### config.mk
export PLATFORM = sky130hd
export DESIGN_NAME = dsa_data_space_access
export DESIGN_NICKNAME = d
export VERILOG_FILES = /design/src/dsa_pkg.sv /design/src/dsa_agu.sv /design/src/dsa_data_space_access.sv
export VERILOG_INCLUDE_DIRS = /design/src
export SDC_FILE = /design/constraint.sdc
export NUM_CORES = 1
export LEC_CHECK = 0
export ABC_AREA = 1
export BUFFER_PORTS_ARGS = -buffer_cell sky130_fd_sc_hd__buf_2
export CAP_MARGIN = 40
export CORE_ASPECT_RATIO = 1.1
export CORE_MARGIN = 4
export CORE_UTILIZATION = 53
export CTS_CLUSTER_DIAMETER = 120
export DETAILED_ROUTE_END_ITERATION = 8
export HOLD_SLACK_MARGIN = 0.08
export PLACE_DENSITY = 0.86
export SLEW_MARGIN = 20
export SYNTH_ARGS = -nofsm -noshare
export SYNTH_HDL_FRONTEND = slang
export SYNTH_SLANG_ARGS = --single-unit
### constraint.sdc
create_clock -name i_core_clk -period 1.8 [get_ports i_core_clk]
set_input_delay 0.18 -clock i_core_clk [delete_from_list [all_inputs] [get_ports i_core_clk]]
set_output_delay 0.18 -clock i_core_clk [all_outputs]
set_load 0.03 [all_outputs]
### src/dsa_params.svh
// constants for the data space access unit: address map, field positions, sizes
// assumes inclusion by every design file of the block before its code
`ifndef DSA_PARAMS_SVH
`define DSA_PARAMS_SVH

`define DSA_ADDR_W        16
`define DSA_DATA_W        16
`define DSA_PAGE_W        8
`define DSA_WORD_ADDR_W   15
`define DSA_SFR_LAST      16'h0FFF
`define DSA_NEAR_LAST     16'h1FFF
`define DSA_NEAR_FIELD_W  13
`define DSA_RAM_BYTES     32'hC000
`define DSA_SFR_BYTES     32'h1000
`define DSA_IMPL_LAST     16'hCFFF
`define DSA_BYTE_STEP     16'h0001
`define DSA_WORD_STEP     16'h0002
`define DSA_LANE_BIT      0
`define DSA_PAGE_RST      8'h01

`endif

### src/dsa_pkg.sv
// types shared by the data space access unit
// assumes dsa_params.svh defines the widths
`default_nettype none
`include "dsa_params.svh"
package dsa_pkg;
  typedef enum logic [1:0] {
    DSA_OP_MOVE  = 2'b00,
    DSA_OP_SEXT  = 2'b01,
    DSA_OP_ZEXT  = 2'b10
  } dsa_op_type;
endpackage
`default_nettype wire

### src/dsa_agu.sv
// address generation unit: forms effective address, page extension and post-increment
// assumes the core presents a pointer and operand size in the same clock
`default_nettype none
`include "dsa_params.svh"
module dsa_agu
  import dsa_pkg::*;
(
  input  wire logic [`DSA_ADDR_W-1:0] i_pointer,
  input  wire logic [`DSA_PAGE_W-1:0] i_page,
  input  wire logic                   i_byte_op,
  output logic      [`DSA_ADDR_W-1:0] o_effective_address,
  output logic      [`DSA_PAGE_W+`DSA_ADDR_W-1:0] o_extended_address,
  output logic      [`DSA_ADDR_W-1:0] o_next_pointer,
  output logic                        o_misaligned
);
  always_comb begin
    o_effective_address = i_pointer;
    o_extended_address  = {i_page, i_pointer};
    o_next_pointer      = i_pointer + (i_byte_op ? `DSA_BYTE_STEP : `DSA_WORD_STEP);
    o_misaligned        = !i_byte_op && i_pointer[`DSA_LANE_BIT];
  end
endmodule
`default_nettype wire

### src/dsa_data_space_access.sv
// data space access unit: read and write paths between core and byte-lane memory array
// assumes an array that returns read data in the cycle o_mem_rd is high, driven from the o_mem_* ports
`default_nettype none
`include "dsa_params.svh"
// Behaviour
// - effective addresses are 16-bit byte addresses, 64 Kbytes base space
// - reads and writes use separate address generation units
// - page registers extend read and write addresses to 16 Mbytes
// - implemented memory: 4 Kbytes registers plus up to 48 Kbytes RAM
// - reads outside implemented memory return zero
// - low byte at even address, high byte at odd address
// - post-increment pointer by one for bytes, two for words
// - byte read fetches whole word, selects by bit 0, returns low byte
// - shared word address, separate lane strobes for byte writes
// - word accesses must be even; misaligned ones raise address error trap
// - misaligned read lets instruction complete, then trap
// - misaligned write executes but suppresses memory write, then trap
// - byte loads update low byte of working register only
// - signed widen and clear upper byte operations on working register
// - addresses 0x0000 to 0x0FFF hold special function registers
// - unused special function register addresses read as zero
// - addresses 0x0000 to 0x1FFF reachable by 13-bit direct field
module dsa_data_space_access
  import dsa_pkg::*;
#(
  parameter logic [`DSA_ADDR_W-1:0] IMPL_LAST = `DSA_IMPL_LAST
)(
  input  wire logic                   i_core_clk,
  input  wire logic                   i_nrst,
  // read request from execution
  input  wire logic                   i_rd_req,
  input  wire logic                   i_rd_byte,
  input  wire logic                   i_rd_direct,
  input  wire logic [`DSA_NEAR_FIELD_W-1:0] i_rd_direct_addr,
  input  wire logic [`DSA_ADDR_W-1:0] i_rd_pointer,
  input  wire logic [`DSA_DATA_W-1:0] i_rd_dest_old,
  input  wire dsa_op_type             i_rd_op,
  // write request from execution
  input  wire logic                   i_wr_req,
  input  wire logic                   i_wr_byte,
  input  wire logic [`DSA_ADDR_W-1:0] i_wr_pointer,
  input  wire logic [`DSA_DATA_W-1:0] i_wr_data,
  // page registers written by the core
  input  wire logic                   i_rd_page_we,
  input  wire logic                   i_wr_page_we,
  input  wire logic [`DSA_PAGE_W-1:0] i_page_data,
  // memory array, word addressed, lane strobes
  input  wire logic [`DSA_DATA_W-1:0] i_mem_rdata,
  input  wire logic                   i_sfr_hit,
  output logic                        o_mem_rd,
  output logic      [`DSA_PAGE_W+`DSA_WORD_ADDR_W-1:0] o_mem_rd_addr,
  output logic                        o_mem_wr,
  output logic      [`DSA_PAGE_W+`DSA_WORD_ADDR_W-1:0] o_mem_wr_addr,
  output logic      [1:0]             o_mem_wr_lane,
  output logic      [`DSA_DATA_W-1:0] o_mem_wdata,
  // results to execution
  output logic                        o_rd_valid,
  output logic      [`DSA_DATA_W-1:0] o_rd_data,
  output logic      [`DSA_ADDR_W-1:0] o_rd_pointer_next,
  output logic      [`DSA_ADDR_W-1:0] o_wr_pointer_next,
  output logic                        o_near,
  output logic      [`DSA_PAGE_W-1:0] o_data_read_page_register,
  output logic      [`DSA_PAGE_W-1:0] o_data_write_page_register,
  // exception logic
  output logic                        o_addr_trap,
  output logic                        o_addr_trap_write
);
  typedef struct packed {
    logic [`DSA_PAGE_W-1:0]                    rd_page;
    logic [`DSA_PAGE_W-1:0]                    wr_page;
    logic                                      mem_rd;
    logic [`DSA_PAGE_W+`DSA_WORD_ADDR_W-1:0]   mem_rd_addr;
    logic                                      mem_wr;
    logic [`DSA_PAGE_W+`DSA_WORD_ADDR_W-1:0]   mem_wr_addr;
    logic [1:0]                                mem_wr_lane;
    logic [`DSA_DATA_W-1:0]                    mem_wdata;
    logic                                      pend;
    logic                                      pend_byte;
    logic                                      pend_lane;
    logic                                      pend_zero;
    logic [`DSA_DATA_W-1:0]                    pend_old;
    dsa_op_type                                pend_op;
    logic                                      rd_valid;
    logic [`DSA_DATA_W-1:0]                    rd_data;
    logic [`DSA_ADDR_W-1:0]                    rd_ptr_next;
    logic [`DSA_ADDR_W-1:0]                    wr_ptr_next;
    logic                                      near;
    logic                                      trap_rd_pend;
    logic                                      trap;
    logic                                      trap_write;
  } dsa_state_type;

  dsa_state_type state;
  dsa_state_type next_state;

  logic [`DSA_ADDR_W-1:0]                  rd_source;
  logic [`DSA_ADDR_W-1:0]                  rd_ea;
  logic [`DSA_PAGE_W+`DSA_ADDR_W-1:0]      rd_ext;
  logic [`DSA_ADDR_W-1:0]                  rd_ptr_inc;
  logic                                    rd_misaligned;
  logic [`DSA_ADDR_W-1:0]                  wr_ea;
  logic [`DSA_PAGE_W+`DSA_ADDR_W-1:0]      wr_ext;
  logic [`DSA_ADDR_W-1:0]                  wr_ptr_inc;
  logic                                    wr_misaligned;
  logic [7:0]                              sel_byte;
  logic [`DSA_DATA_W-1:0]                  loaded;

  // direct field reaches only the near region
  assign rd_source = i_rd_direct ? {3'h0, i_rd_direct_addr} : i_rd_pointer;

  dsa_agu u_rd_agu (
    .i_pointer           (rd_source),
    .i_page              (state.rd_page),
    .i_byte_op           (i_rd_byte),
    .o_effective_address (rd_ea),
    .o_extended_address  (rd_ext),
    .o_next_pointer      (rd_ptr_inc),
    .o_misaligned        (rd_misaligned)
  );

  dsa_agu u_wr_agu (
    .i_pointer           (i_wr_pointer),
    .i_page              (state.wr_page),
    .i_byte_op           (i_wr_byte),
    .o_effective_address (wr_ea),
    .o_extended_address  (wr_ext),
    .o_next_pointer      (wr_ptr_inc),
    .o_misaligned        (wr_misaligned)
  );

  // region decode of each effective address
  logic                                    rd_impl;
  logic                                    rd_near;
  logic                                    wr_impl;

  assign rd_impl = (rd_ea <= IMPL_LAST);
  assign rd_near = (rd_ea <= `DSA_NEAR_LAST);
  assign wr_impl = (wr_ea <= IMPL_LAST);

  // returning read: zero outside memory or at an unused register word
  logic [`DSA_WORD_ADDR_W-1:0]             ret_word_addr;
  logic                                    ret_in_sfr;
  logic                                    ret_zero;
  logic [`DSA_DATA_W-1:0]                  ret_word;

  assign ret_word_addr = state.mem_rd_addr[`DSA_WORD_ADDR_W-1:0];
  assign ret_in_sfr    = (ret_word_addr <= `DSA_WORD_ADDR_W'(`DSA_SFR_LAST >> 1));
  assign ret_zero      = state.pend_zero || (ret_in_sfr && !i_sfr_hit);
  assign ret_word      = ret_zero ? 16'h0000 : i_mem_rdata;

  // per-lane logic: lane 0 is the even byte, lane 1 the odd byte
  logic [1:0]                              wr_lane_hit;
  logic [1:0]                              wr_lane_we;
  logic [`DSA_DATA_W-1:0]                  wr_lane_data;
  logic [1:0]                              ret_lane_hit;
  logic [`DSA_DATA_W-1:0]                  ret_lane_data;

  genvar lane;
  generate
    for (lane = 0; lane < 2; lane = lane + 1) begin : g_lane
      assign wr_lane_hit[lane]          = (wr_ea[`DSA_LANE_BIT] == (lane == 1));
      // a word strobes both lanes, a byte only its own and copies its data there
      assign wr_lane_we[lane]           = !i_wr_byte || wr_lane_hit[lane];
      assign wr_lane_data[8*lane +: 8]  = i_wr_byte ? i_wr_data[7:0] : i_wr_data[8*lane +: 8];
      assign ret_lane_hit[lane]         = (state.pend_lane == (lane == 1));
      assign ret_lane_data[8*lane +: 8] = ret_lane_hit[lane] ? ret_word[8*lane +: 8] : 8'h00;
    end
  endgenerate

  // trap sources: a read fault waits for its data, a write fault is raised at once
  logic                                    trap_rd;
  logic                                    trap_wr;

  assign trap_rd = state.pend && state.trap_rd_pend;
  assign trap_wr = i_wr_req && wr_misaligned;

  always_comb begin
    next_state = state;
    sel_byte = 8'h00;
    loaded = 16'h0000;
    next_state.mem_rd = 1'b0;
    next_state.mem_wr = 1'b0;
    next_state.mem_wr_lane = 2'b00;
    next_state.rd_valid = 1'b0;
    next_state.trap = 1'b0;
    next_state.trap_write = 1'b0;
    next_state.pend = 1'b0;
    next_state.trap_rd_pend = 1'b0;

    if (i_rd_page_we) begin
      next_state.rd_page = i_page_data;
    end
    if (i_wr_page_we) begin
      next_state.wr_page = i_page_data;
    end

    // read issue: whole word fetched, lane kept for the return
    if (i_rd_req) begin
      next_state.mem_rd = 1'b1;
      next_state.mem_rd_addr = {rd_ext[`DSA_PAGE_W+`DSA_ADDR_W-1:`DSA_ADDR_W],
                                rd_ext[`DSA_ADDR_W-1:1]};
      next_state.pend = 1'b1;
      next_state.pend_byte = i_rd_byte;
      next_state.pend_lane = rd_ea[`DSA_LANE_BIT];
      next_state.pend_zero = !rd_impl;
      next_state.pend_old = i_rd_dest_old;
      next_state.pend_op = i_rd_op;
      next_state.rd_ptr_next = rd_ptr_inc;
      next_state.near = rd_near;
      next_state.trap_rd_pend = rd_misaligned;
    end

    // read return: data and any read trap are raised in the same cycle
    if (state.pend) begin
      loaded = ret_word;
      sel_byte = ret_lane_data[15:8] | ret_lane_data[7:0];
      if (state.pend_byte) begin
        loaded = {state.pend_old[15:8], sel_byte};
      end
      unique case (state.pend_op)
        DSA_OP_MOVE: next_state.rd_data = loaded;
        DSA_OP_SEXT: next_state.rd_data = {{8{loaded[7]}}, loaded[7:0]};
        DSA_OP_ZEXT: next_state.rd_data = {8'h00, loaded[7:0]};
        default:     next_state.rd_data = loaded;
      endcase
      next_state.rd_valid = 1'b1;
      if (trap_rd) begin
        next_state.trap = 1'b1;
        next_state.trap_write = 1'b0;
      end
    end

    // write: strobe both lanes for a word, only the matching lane for a byte, none when misaligned or outside implemented memory
    if (i_wr_req) begin
      next_state.wr_ptr_next = wr_ptr_inc;
      next_state.mem_wr_addr = {wr_ext[`DSA_PAGE_W+`DSA_ADDR_W-1:`DSA_ADDR_W],
                                wr_ext[`DSA_ADDR_W-1:1]};
      if (trap_wr) begin
        next_state.trap = 1'b1;
        next_state.trap_write = 1'b1;
      end else if (wr_impl) begin
        next_state.mem_wr = 1'b1;
        next_state.mem_wr_lane = wr_lane_we;
        next_state.mem_wdata = wr_lane_data;
      end
    end
  end

  always_ff @(posedge i_core_clk or negedge i_nrst) begin
    if (!i_nrst) begin
      state <= '{rd_page: `DSA_PAGE_RST, wr_page: `DSA_PAGE_RST, pend_op: DSA_OP_MOVE, default: '0};
    end else begin
      state <= next_state;
    end
  end

  assign o_mem_rd                   = state.mem_rd;
  assign o_mem_rd_addr              = state.mem_rd_addr;
  assign o_mem_wr                   = state.mem_wr;
  assign o_mem_wr_addr              = state.mem_wr_addr;
  assign o_mem_wr_lane              = state.mem_wr_lane;
  assign o_mem_wdata                = state.mem_wdata;
  assign o_rd_valid                 = state.rd_valid;
  assign o_rd_data                  = state.rd_data;
  assign o_rd_pointer_next          = state.rd_ptr_next;
  assign o_wr_pointer_next          = state.wr_ptr_next;
  assign o_near                     = state.near;
  assign o_data_read_page_register  = state.rd_page;
  assign o_data_write_page_register = state.wr_page;
  assign o_addr_trap                = state.trap;
  assign o_addr_trap_write          = state.trap_write;
endmodule
`default_nettype wire

-- Word-level counts from Yosys, hierarchy flattened
Index checks and enable logic that the tools add are counted.
W data, S select, Z words.
- flip-flop bits (word level): 157
- output and inout port bits: 134
- word-level logic and storage cells: 68
- input bits: 113
- $lt $le $gt $ge: 4
- add/sub/neg operators: 2
- reductions and logical operators: 13
- bitwise gates (word level): 3
- muxes and demuxes: 22
- equal/unequal tests: 2
- operators by type and width (kind ; number):
    $mux W16 ; 3
    $mux W42 ; 1
    $mux W18 ; 2
    $add A16 B16 Y16 ; 2
    $le A16 B16 Y1 const B ; 2
    $pmux W16 S2 ; 1
    $mux W24 ; 1
    $mux W8 ; 3
    $mux W22 ; 1
    $mux W17 ; 1
    $le A16 B13 Y1 const B ; 1
    $le A15 B11 Y1 const B ; 1
    $mux W2 ; 6
    $or A8 B8 Y8 ; 1
    $logic_and A1 B1 Y1 ; 5
    $logic_not A1 Y1 ; 4
    $logic_or A1 B1 Y1 ; 3
    $mux W1 ; 3
    $reduce_and A3 Y1 ; 1
    $eq A2 B1 Y1 const B ; 1
    $eq A2 B2 Y1 const B ; 1
    $not A1 Y1 ; 2

-- Longest topological paths before layout
- depth in word-level cells: 9
- depth in mapped cells: 15
- mapped depth without buffers: 13

-- Hierarchy
Synthesis repeated with hierarchy kept, for this count alone.
- cell total of the unflattened synthesis: 871
- area, all modules: 8458.1 sq um
- modules (own cells, without submodules) (module ; area an instance (sq um) ; cells each ; sequential area each (sq um) ; times used):
    dsa_data_space_access ; 7041.8 ; 639 ; 3706.1 ; 1
    dsa_agu ; 708.2 ; 116 ; 0.0 ; 2

-- Worst setup path before layout
Ideal clock, no wire load.
- path kind: in2reg
- start: input port i_wr_byte
- end: register state (netlist bit o_wr_pointer_next[9])
- path slack: -150 ps
- arrival time: 1827 ps
- buffers on the path: 1
- library setup time: 123 ps
- required time: 1677 ps
- stages: 10
- cells stage by stage: clkbuf_1 > clkinv_1 > ha_1 > nand2_1 > a21oi_1 > nand2_1 > nor2_2 > a21oi_1 > o21ai_0 > nand2_1
- cells in the longest elaborated chain, start to end: 2
- ends and longest elaborated chain (element ; line ; source):
    start: declaration ; dsa_data_space_access.sv:40 ; input wire logic i_wr_byte,
    $mux W2 (no line) ; n/a ;
    $add A16 B16 Y16 ; dsa_agu.sv:19 ; o_next_pointer = i_pointer + (i_byte_op ? `DSA_BYTE_STEP : `DSA_WORD_STEP);
    end signal: assignment ; dsa_data_space_access.sv:253 ; state <= next_state;
    end: declaration ; dsa_data_space_access.sv:93 ; dsa_state_type state;
No other way between the ends.
A chain may end at the register's enable or synchronous reset.

-- Final worst setup path
- start: input port i_rd_byte
- end: register state (netlist bit o_rd_pointer_next[11])
- cells in the longest elaborated chain, start to end: 2
- ends and longest elaborated chain (element ; line ; source):
    start: declaration ; dsa_data_space_access.sv:32 ; input wire logic i_rd_byte,
    $mux W2 (no line) ; n/a ;
    $add A16 B16 Y16 ; dsa_agu.sv:19 ;
No other way between the ends.

==> results.cfg <==
[outcome]
outcome = completed

[synth]
syn_inst = 968
synth_top_area_cell = dfrtp_1
synth-seq-cells = 148
synthesis.area_um2 = 7900
ys_types = 38
yosysWarnings = 0
synthesis.nets = 1091
synthTopCellsByArea = dfrtp_1 46%, nand2_1 15%, buf_4 12%, o21ai_0 4.7%, inv_1 3.5%
syn_avg_cell_area_um2 = 8.16
synth_seq_area_share_pct = 46.9
yosys.area.top_type_share_pct = 46.2

[drt]
post_drt_via_cell_ratio = 5.19
drc_errors = 0
drt.antenna.violating_nets = 0
drtPass1Iterations = 5
routed_wl_um = 21500
routedWlPerCell_um = 15.8
drt_iter0_markers = 574
route.vias.total = 7070

[sta]
setup_ws_ns = 0.0727
finalSetupViolations = 0
fin_tns_setup_ns = 0
max-slew-margin-rel_pct = 75.0
tightest_slew_ns = 0.372
slew_violations = 0
period_share_pct = 96.0
fin_skew_ns = 0.00515
timing.final.crit_period_ns = 1.73
fmax_mhz = 579
rsz0062_at_grt = false
final-hold-violation-count = 0

[global_route]
grt_max_degree = 48
grt_pass1_vias = 6902
grt_antenna_before_repair = 1
grt_pass1_wl_um = 33900
grt_usage_pct = 24.9
grt-ovfl-total = 0

[critical_path]
endpoint_kind = flip-flop
crit_arrival_ns = 2.02
r2r_setup_slack_ns = 0.08
cp_cell_sequence = dlygate4sd3_1 -> buf_4 -> inv_1 -> ha_1 -> nand2_1 -> nand2_2 -> nand3_2 -> nor2_4 -> nand2_1 -> nand3_1 -> nand3_1
required_ns = 2.09
critPathSlowestCell = dlygate4sd3_1
crit_fanout = 8
worst-setup-path-type = in2reg
cp-start-kind = input pin
critPathMaxStageDelay_ns = 0.53
reg2reg_depth = 4

[clock_network]
cts_root_buf = clkbuf_16
cts_sinks = 148
numCtsBuffers = 17
cts_max_level = 4
cts_buffer_depth = 2
tritoncts = built
clk_latency_ns = 0.42
clkTransAtPathRegs_ns = 0.06

[pwr]
leakage_uw = 0.00532
power.density_nw_per_um2 = 1070
fin_total_pwr_uw = 10600
peakVddDrop_uv = 786

[floorplanning]
dieArea_um2 = 16900
rows = 46
start_util_pct = 54.5
design.core.area_um2 = 14500
ioPinCount = 247
dieWidth_um = 124
die_h_um = 136

[layout]
utilization_pct = 68.1
drive_above_1_share_pct = 30.6
final_nets = 1275
final_cells = 1361
synthToLayoutAreaGrowth_pct = 25.1
fillers = 1083

[place]
dp_slack_ns = -0.00748
post-dp-hpwl_um = 14500
dp_cells = 1259
gp_congestion = 0.885
portBuffers = 238

[min_path]
worstHoldPathCells = 3
hold_class = in2reg

[run]
cap_viol_max_count = 0
[synthesized netlist by cell type (all sizes together)]
library cell	number
or2	1
a21oi	14
nand3	36
nor2	60
a32o	1
mux2i	2
ha	8
clkbuf	15
buf	145
xor2	5
dfstp	2
clkinv	3
nor3	6
o211ai	2
o21ai	74
o22ai	1
a31oi	13
nand2	334
dfrtp	146
inv	79
fa	2
nand4	15
o31ai	4
[per-stage QoR]
step / instance area, um2 / hold WS [ns]
global route: 9880 / 0.0851
floorplan: 7900 / -0.116
global placement: 8420 / 0.0940
finish: 9880 / 0.105
CTS: 9760 / 0.0858
detailed placement: 8420 / 0.0991
[power by group]
| group | switching, uW | internal, uW |
|---|---|---|
| Clock | 1400 | 2910 |
| Combinational | 1650 | 752 |
| Sequential | 208 | 3700 |
| Total | 3250 | 7360 |
[routing by layer]
| metal | global-route usage (%) | part of all wire, % | up-vias |
|---|---|---|---|
| met5 | 0 | 0 | - |
| met2 | 43.4 | 51 | 392 |
| li1 | - | - | 3289 |
| met1 | 28.8 | 37 | 3302 |
| met4 | 13.2 | 4.8 | 0 |
| met3 | 5.34 | 7.4 | 87 |
[worst max-delay path: cells and delay by family]
family                   cells  cell delay, ns
buffers and inverters        3            0.77
AND/OR/NAND/NOR              7            0.76
adder cells (fa/ha/maj)      1            0.31
[area by class of cell]
| class | count | area (um2) | area share [%] |
|---|---|---|---|
| well taps | 192 | 240 | 2.43 |
| flip-flops and latches | 148 | 3710 | 37.5 |
| multi-input cells | 578 | 2830 | 28.6 |
| repair buffers | 325 | 2060 | 20.9 |
| inverters | 82 | 320 | 3.24 |
| clock buffers | 18 | 439 | 4.44 |
| diodes | 4 | 10.0 | 0.101 |
| clock inverters | 14 | 280 | 2.84 |
[kinds of logic (layout without fill, tap and decap cells)]
family	after synthesis	count (layout)	share of synthesized area [%]
mux	2	2	0.253
simple gates	452	452	24.9
other cells	0	4	0
compound gates	109	109	7.38
flops	148	148	46.9
xor+xnor	5	5	0.554
buf+inv	242	439	18.2
fa+ha+maj	10	10	1.77
[path summary, 6_finish.rpt]
| check | to | from |
|---|---|---|
| worst max register to register | o_rd_data[5] | o_mem_rd |
| worst min-delay path | o_data_write_page_register[0] | i_wr_page_we |
| max in group asynchronous | o_mem_wr_addr[19] | i_nrst |
| min in group asynchronous | o_data_read_page_register[7] | i_nrst |
| worst max-delay path | o_rd_pointer_next[11] | i_rd_byte |
| worst min register to register | o_mem_wr_addr[6] | o_mem_wr_addr[6] |
[layout by cell type, fill, tap and decap left out, drive strengths merged]
cell type | Yosys | layout
clkinvlp | 0 | 2
clkbuf | 15 | 18
nand2 | 334 | 334
ha | 8 | 8
a31oi | 13 | 13
xor2 | 5 | 5
fa | 2 | 2
bufinv | 0 | 8
o31ai | 4 | 4
diode | 0 | 4
nand3 | 36 | 36
or2 | 1 | 1
nor3 | 6 | 6
o21ai | 74 | 74
a32o | 1 | 1
dfrtp | 146 | 146
nand4 | 15 | 15
dlygate4sd3 | 0 | 62
o22ai | 1 | 1
nor2 | 60 | 60
buf | 145 | 263
inv | 79 | 78
a21oi | 14 | 14
clkinv | 3 | 8
dfstp | 2 | 2
mux2i | 2 | 2
o211ai | 2 | 2
[timing repair]
action / 4_1_cts / 5_1_grt
endpoints found under the hold margin: 217 / 0
setup endpoints to repair: 0 / 13
hold buffers: 62 / 0
resized for setup: 0 / 19
setup buffers: 0 / 5
[state kept, by name, summed over array words and instances (netlist names)]
register and flops:
o_addr_trap 1, o_wr_pointer_next 16, o_rd_valid 1, o_mem_wr 1
ret_lane_hit 1, o_data_write_page_register 8, o_near 1, o_rd_data 16
state 13, o_mem_rd 1, o_addr_trap_write 1, o_mem_wr_lane 2
o_mem_wr_addr 23, o_mem_wdata 16, o_mem_rd_addr 23, o_rd_pointer_next 16
o_data_read_page_register 8
Power figures use the tool's default switching activity.
